==> src/plpc_pkg.sv <==
// Constants, field layout and carrier types of the loop/phase configuration bytes.
// Assumes a protocol engine on the same clock hands over decoded byte transfers.
// Notes on behaviour
// - Bits 7:5 pick amplifier transconductance, per channel.
// - Bits 4:0 pick compensation resistor, per channel.
// - Compensation byte moves as one data byte.
// - Bits 2:0 set both channels' phase offsets.
// - Config write accepted only while part off.
// - Write while running: refuse, discard, flag busy.
// - Bit 7 set: channel 1 uses channel 0 feedback.
// - Bits 6:5 set input current sense gain.
// - Bit 4: hold share clock until input on.
// - Bit 4: pull share clock below turn-off.
// - Bit 4 clear: only initial power-up hold.
// - Compensation byte: code D3, paged, default 70.
// - Config byte: code F5, shared, default 10.
package plpc_pkg;

    localparam logic [7:0] CMD_LOOP_COMP   = 8'hD3;
    localparam logic [7:0] CMD_PHASE_CFG   = 8'hF5;
    localparam logic [7:0] LOOP_COMP_RESET = 8'h70;
    localparam logic [7:0] PHASE_CFG_RESET = 8'h10;

    localparam int GM_MSB        = 7;
    localparam int GM_LSB        = 5;
    localparam int RES_MSB       = 4;
    localparam int RES_LSB       = 0;
    localparam int FB_SHARE_BIT  = 7;
    localparam int GAIN_MSB      = 6;
    localparam int GAIN_LSB      = 5;
    localparam int SHARE_CLK_BIT = 4;
    localparam int PHASE_MSB     = 2;
    localparam int PHASE_LSB     = 0;

    localparam int NUM_CHAN  = 2;
    localparam int DEG_W     = 9;
    localparam int SYNC_W    = 4;

    typedef struct packed {
        logic       valid;
        logic       write;
        logic       page;
        logic [7:0] code;
        logic [7:0] data;
    } plpc_req_s;

    typedef struct packed {
        logic       valid;
        logic       ack;
        logic [7:0] data;
    } plpc_rsp_s;

endpackage

==> src/plpc_regs.sv <==
// Loop compensation and phase/sense/share configuration bytes of a two-channel controller.
// Assumes a same-clock protocol engine delivering one-cycle requests; run, sync and
// share-clock pins arrive asynchronously; input-voltage comparisons come from same-clock logic.
`timescale 1ns/1ps
`default_nettype none
module plpc_regs #(
    parameter int NCH = plpc_pkg::NUM_CHAN
) (
    input  wire logic                             clk,
    input  wire logic                             resetn,
    input  wire plpc_pkg::plpc_req_s              req,
    output var  plpc_pkg::plpc_rsp_s              rsp_q,
    input  wire logic [NCH-1:0]                   run_pin,
    input  wire logic [NCH-1:0]                   chan_cmd_on,
    input  wire logic                             vin_above_on,
    input  wire logic                             vin_below_off,
    input  wire logic                             busy_fault_clr,
    input  wire logic                             sync_clk,
    input  wire logic                             share_clk_in,
    output var  logic                             share_clk_out_q,
    output var  logic                             share_clk_oe_q,
    output var  logic                             share_clk_level_q,
    output var  logic                             phase_ref_q,
    output var  logic                             busy_fault_q,
    output var  logic [NCH-1:0][2:0]              gm_code_q,
    output var  logic [NCH-1:0][4:0]              res_code_q,
    output var  logic [NCH-1:0][plpc_pkg::DEG_W-1:0] phase_deg_q,
    output var  logic                             feedback_share_select_q,
    output var  logic [1:0]                       sense_gain_q
);

    ////////////////////////////////////////////////////////////////////////////
    // Pin synchronisers

    logic [plpc_pkg::SYNC_W-1:0] pins_s;
    logic [NCH-1:0]              run_s;
    logic                        sync_s;
    logic                        share_s;
    logic                        sync_prev_q;

    plpc_sync2 #(
        .W (plpc_pkg::SYNC_W)
    ) u_sync (
        .clk      (clk),
        .resetn   (resetn),
        .async_in ({share_clk_in, sync_clk, run_pin}),
        .sync_out (pins_s)
    );

    assign run_s   = pins_s[NCH-1:0];
    assign sync_s  = pins_s[NCH];
    assign share_s = pins_s[NCH+1];

    ////////////////////////////////////////////////////////////////////////////
    // Register storage and access

    logic [NCH-1:0][7:0] comp_q;
    logic [7:0]          cfg_q;
    logic                part_off;
    logic                hit_comp;
    logic                hit_cfg;
    logic                cfg_wr_ok;
    logic                cfg_wr_busy;

    // Off when every run pin is low or every channel is commanded off
    assign part_off    = ~(|run_s) | ~(|chan_cmd_on);
    assign hit_comp    = req.valid && (req.code == plpc_pkg::CMD_LOOP_COMP);
    assign hit_cfg     = req.valid && (req.code == plpc_pkg::CMD_PHASE_CFG);
    assign cfg_wr_ok   = hit_cfg && req.write && part_off;
    assign cfg_wr_busy = hit_cfg && req.write && !part_off;

    always_ff @(posedge clk or negedge resetn)
    begin
        if (!resetn)
        begin
            comp_q <= {NCH{plpc_pkg::LOOP_COMP_RESET}};
        end
        else if (hit_comp && req.write)
        begin
            comp_q[req.page] <= req.data;
        end
    end

    always_ff @(posedge clk or negedge resetn)
    begin
        if (!resetn)
        begin
            cfg_q <= plpc_pkg::PHASE_CFG_RESET;
        end
        else if (cfg_wr_ok)
        begin
            cfg_q <= req.data;
        end
    end

    always_ff @(posedge clk or negedge resetn)
    begin
        if (!resetn)
        begin
            rsp_q <= '0;
        end
        else
        begin
            rsp_q.valid <= req.valid;
            rsp_q.ack   <= (hit_comp || hit_cfg) && !cfg_wr_busy;
            if (hit_comp && !req.write)
            begin
                rsp_q.data <= comp_q[req.page];
            end
            else if (hit_cfg && !req.write)
            begin
                rsp_q.data <= cfg_q;
            end
            else
            begin
                rsp_q.data <= 8'h00;
            end
        end
    end

    // Set wins over a simultaneous clear
    always_ff @(posedge clk or negedge resetn)
    begin
        if (!resetn)
        begin
            busy_fault_q <= 1'b0;
        end
        else if (cfg_wr_busy)
        begin
            busy_fault_q <= 1'b1;
        end
        else if (busy_fault_clr)
        begin
            busy_fault_q <= 1'b0;
        end
    end

    ////////////////////////////////////////////////////////////////////////////
    // Decoded outputs

    function automatic logic [plpc_pkg::DEG_W-1:0] phase_deg(input logic [2:0] code, input logic ch);
        logic [plpc_pkg::DEG_W-1:0] d0;
        logic [plpc_pkg::DEG_W-1:0] d1;
        case (code)
            3'h1:    begin d0 = 9'h05A; d1 = 9'h10E; end
            3'h2:    begin d0 = 9'h000; d1 = 9'h0F0; end
            3'h3:    begin d0 = 9'h000; d1 = 9'h078; end
            3'h4:    begin d0 = 9'h078; d1 = 9'h0F0; end
            3'h5:    begin d0 = 9'h03C; d1 = 9'h0F0; end
            3'h6:    begin d0 = 9'h078; d1 = 9'h12C; end
            default: begin d0 = 9'h000; d1 = 9'h0B4; end // Reserved 111b acts as 000b
        endcase
        phase_deg = ch ? d1 : d0;
    endfunction

    genvar gi;
    generate
        for (gi = 0; gi < NCH; gi++)
        begin : g_chan
            always_ff @(posedge clk or negedge resetn)
            begin
                if (!resetn)
                begin
                    gm_code_q[gi]   <= plpc_pkg::LOOP_COMP_RESET[plpc_pkg::GM_MSB:plpc_pkg::GM_LSB];
                    res_code_q[gi]  <= plpc_pkg::LOOP_COMP_RESET[plpc_pkg::RES_MSB:plpc_pkg::RES_LSB];
                    phase_deg_q[gi] <= phase_deg(plpc_pkg::PHASE_CFG_RESET[2:0], gi[0]);
                end
                else
                begin
                    gm_code_q[gi]   <= comp_q[gi][plpc_pkg::GM_MSB:plpc_pkg::GM_LSB];
                    res_code_q[gi]  <= comp_q[gi][plpc_pkg::RES_MSB:plpc_pkg::RES_LSB];
                    phase_deg_q[gi] <= phase_deg(cfg_q[plpc_pkg::PHASE_MSB:plpc_pkg::PHASE_LSB], gi[0]);
                end
            end
        end
    endgenerate

    always_ff @(posedge clk or negedge resetn)
    begin
        if (!resetn)
        begin
            feedback_share_select_q <= plpc_pkg::PHASE_CFG_RESET[plpc_pkg::FB_SHARE_BIT];
            sense_gain_q            <= plpc_pkg::PHASE_CFG_RESET[plpc_pkg::GAIN_MSB:plpc_pkg::GAIN_LSB];
        end
        else
        begin
            feedback_share_select_q <= cfg_q[plpc_pkg::FB_SHARE_BIT];
            sense_gain_q            <= cfg_q[plpc_pkg::GAIN_MSB:plpc_pkg::GAIN_LSB];
        end
    end

    // Phase reference: falling edge of the sync clock
    always_ff @(posedge clk or negedge resetn)
    begin
        if (!resetn)
        begin
            sync_prev_q <= 1'b0;
            phase_ref_q <= 1'b0;
        end
        else
        begin
            sync_prev_q <= sync_s;
            phase_ref_q <= sync_prev_q && !sync_s;
        end
    end

    ////////////////////////////////////////////////////////////////////////////
    // Shared clock line hold (open drain; oe low means pulled low)

    always_ff @(posedge clk or negedge resetn)
    begin
        if (!resetn)
        begin
            share_clk_oe_q <= 1'b0; // Held low from first power application
        end
        else if (cfg_q[plpc_pkg::SHARE_CLK_BIT] && vin_below_off)
        begin
            share_clk_oe_q <= 1'b0;
        end
        else if (vin_above_on)
        begin
            share_clk_oe_q <= 1'b1;
        end
    end

    always_ff @(posedge clk or negedge resetn)
    begin
        if (!resetn)
        begin
            share_clk_out_q   <= 1'b0;
            share_clk_level_q <= 1'b0;
        end
        else
        begin
            share_clk_out_q   <= 1'b0;
            share_clk_level_q <= share_s;
        end
    end
endmodule
`default_nettype wire

==> src/plpc_sync2.sv <==
// Two-stage synchroniser for pin-level inputs.
// Assumes inputs are asynchronous levels; only the second stage is read outside.
`timescale 1ns/1ps
`default_nettype none
module plpc_sync2 #(
    parameter int W = 1
) (
    input  wire logic         clk,
    input  wire logic         resetn,
    input  wire logic [W-1:0] async_in,
    output var  logic [W-1:0] sync_out
);

    logic [W-1:0] meta_q;

    always_ff @(posedge clk or negedge resetn)
    begin
        if (!resetn)
        begin
            meta_q   <= '0;
            sync_out <= '0;
        end
        else
        begin
            meta_q   <= async_in;
            sync_out <= meta_q;
        end
    end

endmodule
`default_nettype wire

==> config.mk <==
export PLATFORM = sky130hd
export DESIGN_NAME = plpc_regs
export DESIGN_NICKNAME = d
export VERILOG_FILES = /design/src/plpc_pkg.sv /design/src/plpc_regs.sv /design/src/plpc_sync2.sv
export SDC_FILE = /design/constraint.sdc
export NUM_CORES = 1
export LEC_CHECK = 0
export ABC_AREA = 1
export BUFFER_PORTS_ARGS = -buffer_cell sky130_fd_sc_hd__buf_2
export CORE_UTILIZATION = 55
export CTS_BUF_LIST = sky130_fd_sc_hd__clkbuf_8
export DETAILED_ROUTE_END_ITERATION = 8
export PLACE_DENSITY = 0.92
export SLEW_MARGIN = 20
export SYNTH_ARGS = -nofsm -noshare
export SYNTH_HDL_FRONTEND = slang
export SYNTH_HIERARCHICAL = 1
export SYNTH_SLANG_ARGS = --single-unit
==> constraint.sdc <==
create_clock -name clk -period 2.8 [get_ports clk]
set_clock_uncertainty 0.15 [all_clocks]
set_input_delay 0.84 -clock clk [delete_from_list [all_inputs] [get_ports clk]]
set_output_delay 0.84 -clock clk [all_outputs]
set_load 0.02 [all_outputs]
==> flow_summary_export.csv <==
group,metric,value,unit
timing,tns,0,ps
clocking,cts-buffers-inserted,9,
yosys,postSynthCellCount,281,
layout,final_nets,386,
die,coreArea,0.005140,mm^2
power_and_ir_drop,irDropWorstVdd,0.3971,mV
route,routedWlPerCell,12.64,um
setup_path,crit_family,"flip-flops",
yosys,yosysTopAreaCell,"dfrtp_1",
yosys,syn-cell-area,0.002943,mm^2
timing,finalSetupViolations,0,
yosys,synth-edff-count,0,
grt,grt_usage,20.95,%
yosys,ys_seq_elements,78,
timing,finalHoldViolCount,0,
die,initial_core_util,57.25,%
clocking,cts_resized,0,
yosys,ys_async_sr_fraction,100.0,%
layout,final_cell_count_no_fill,430,
power_and_ir_drop,total_leakage_power,1.993,nW
yosys,synth.most_common_cell,"nand2_1",
yosys,ys_seq_area_share,67.05,%
setup_path,cp_data_required_time,1810,ps
place,dpl_cell_area,0.003313,mm^2
place,gp_congestion,0.8179,
yosys,ys_top_cells_by_area,"dfrtp_1, dfstp_2, nand2_1, nand4_1, inv_1",
yosys,ys.flop_type,"dfrtp_1",
die,io_pins,82,
timing,drv_slew,0,
route,drt_iter0_drc,196,
route,wirelength,5.436,mm
yosys,yosys.area.top_type_share,51.87,%
layout,nFillCells,403,
timing,fin_crit,2000,ps
route,drc,0,
place,dp_cells,415,
grt,grt_pass1_wl,8.556,mm
layout,area_growth,20.15,%
die,die_h,75.15,um
clocking,ctsHoldBuffers,0,
clocking,clk_pin_slew,70,ps
job,maxCapViolCount,0,
timing,tightest_slew,915.9,ps
clocking,clock_latency,340,ps
clocking,postCtsSetupBuffers,0,
timing,fin_crit_sh,71.44,%
grt,first_global_vias,1944,
timing,max_freq,0.4999,GHz
grt,antenna_found_initial,0,
power_and_ir_drop,p_per_area,620.0,mW/mm^2
yosys,yosys_warnings,6,
route,antenna_left,0,
die,chipWidth,75.15,um
setup_path,path_buf_inv,1,
setup_path,crit_arrival,1010,ps
clocking,clock_path_buffers,2,
timing,rsz0062_at_grt,"no",
setup_path,critPathLaunchType,"flip-flop",
clocking,root_buffer,"clkbuf_8",
setup_path,cp_slowest_cell,"dfstp_2",
timing,slew_headroom,38.94,%
setup_path,cp-end-kind,"output port",
outcome,status,"complete, no violations",
layout,antennaDiodeCount,0,
yosys,ys_types,23,
setup_path,crit_fanout,1,
yosys,synth_area_per_cell,10.47,um^2
layout,drive_gt1_share,32.78,%
grt,overflow,0,
setup_path,path_cells,"buf_2",
layout,final_cell_area,0.003536,mm^2
place,numPortBuffers,76,
setup_path,cpPeakStageDelay,520,ps
route,dr_total_vias,2120,
route,vias_per_cell,4.930,
clocking,htreeDepth,3,
clocking,cts.sinks,78,
clocking,cts_tree,"done",
worst_hold_path,min-delay-path-class,"flip-flop to flip-flop",
yosys,yosys-top-cells-count,"nand2_1, dfrtp_1, nand4_1",
place,dp_hpwl,3.686,mm
grt,grt_max_degree,79,
die,row_count,26,
setup_path,rrSetupSlack,1360,ps
setup_path,path_class,"flip-flop to output port",
route,first_pass_iters,4,
die,die_area,0.005647,mm^2
## where the power goes
group / leakage [nW] / total (mW) / internal (mW) / switching [mW]
Clock: 0.113 / 0.918 / 0.542 / 0.375
Sequential: 0.995 / 1.16 / 1.15 / 0.00887
Combinational: 0.885 / 0.115 / 0.0305 / 0.0842
## final cells by class
type	instances	area (um^2)	area share (%)
Inverter	20	75.07	2.123
Sequential cell	78	1973	55.80
Timing Repair Buffer	78	397.9	11.25
Clock inverter	4	71.32	2.017
Multi-Input combinational cell	169	779.5	22.05
Clock buffer	11	151.4	4.282
Tap cell	70	87.58	2.477
## through the flow
| stage | total power, mW | hold slack [ps] | worst slack (ps) | util, % |
|---|---|---|---|---|
| CTS | 2.207 | 202.6 | 787.4 | 68.79 |
| global route | 2.262 | 210.1 | 763.0 | 68.79 |
| detailed placement | 1.295 | 185.5 | 573.8 | 64.46 |
| finish | 2.192 | 201.1 | 799.7 | 68.79 |
| floorplan | 1.240 | 181.2 | 990.2 | - |
| global placement | 1.292 | 183.6 | 636.6 | 64.46 |
## registers in the layout, indices dropped and copies added (netlist names), 2 cells and up
signal	count
sense_gain_q	2
u_sync/meta_q	4
rsp_q	10
cfg_q	8
phase_deg_q	12
u_sync/sync_out	4
comp_q	16
res_code_q	10
gm_code_q	6
## cells in the final DEF (no fill, tap or decap), types with 2 or more instances in the layout
cell       Yosys  final
a21oi_1        2      2
buf_2          5     75
buf_4          9      3
bufinv_16      0      2
clkbuf_8       0     11
conb_1         1      5
dfrtp_1       61     61
dfstp_2       17     17
inv_1         19     20
nand2_1       97     97
nand2_2        2      2
nand3_1       10     10
nand3_4        2      2
nand4_1       24     24
nor2_1        19     19
nor2_2         2      2
## path summary, 6_finish.rpt
kind                       cells past startpoint            endpoint                from
max                                            1     phase_deg_q[13]     phase_deg_q[13]
min                                            0  u_sync/sync_out[1]    u_sync/meta_q[1]
max reg2reg                                    5            cfg_q[5]  u_sync/sync_out[1]
min reg2reg                                    0  u_sync/sync_out[1]    u_sync/meta_q[1]
max in group asynchronous                      1            cfg_q[7]              resetn
min in group asynchronous                      1         sync_prev_q              resetn
## kinds of logic after synthesis
| group | Yosys count | synth area share (%) |
|---|---|---|
| other cells | 1 | 0.1274 |
| simple gates | 159 | 24.83 |
| compound gates | 4 | 0.7228 |
| buf+inv | 38 | 6.972 |
| flops | 78 | 67.05 |
| xor+xnor | 1 | 0.2977 |
## layer usage
metal  up-vias  wire, um  GRT usage [%]  part of all wire [%]
li1       1029         -              -                     -
met1       987      2282          25.02                    42
met2        89      2708          35.14                    50
met3        15       277          4.150                   5.1
met4         0       167          12.96                   3.1
met5         -         0              0                     0
Note: power is estimated with default switching activity, not from simulation.
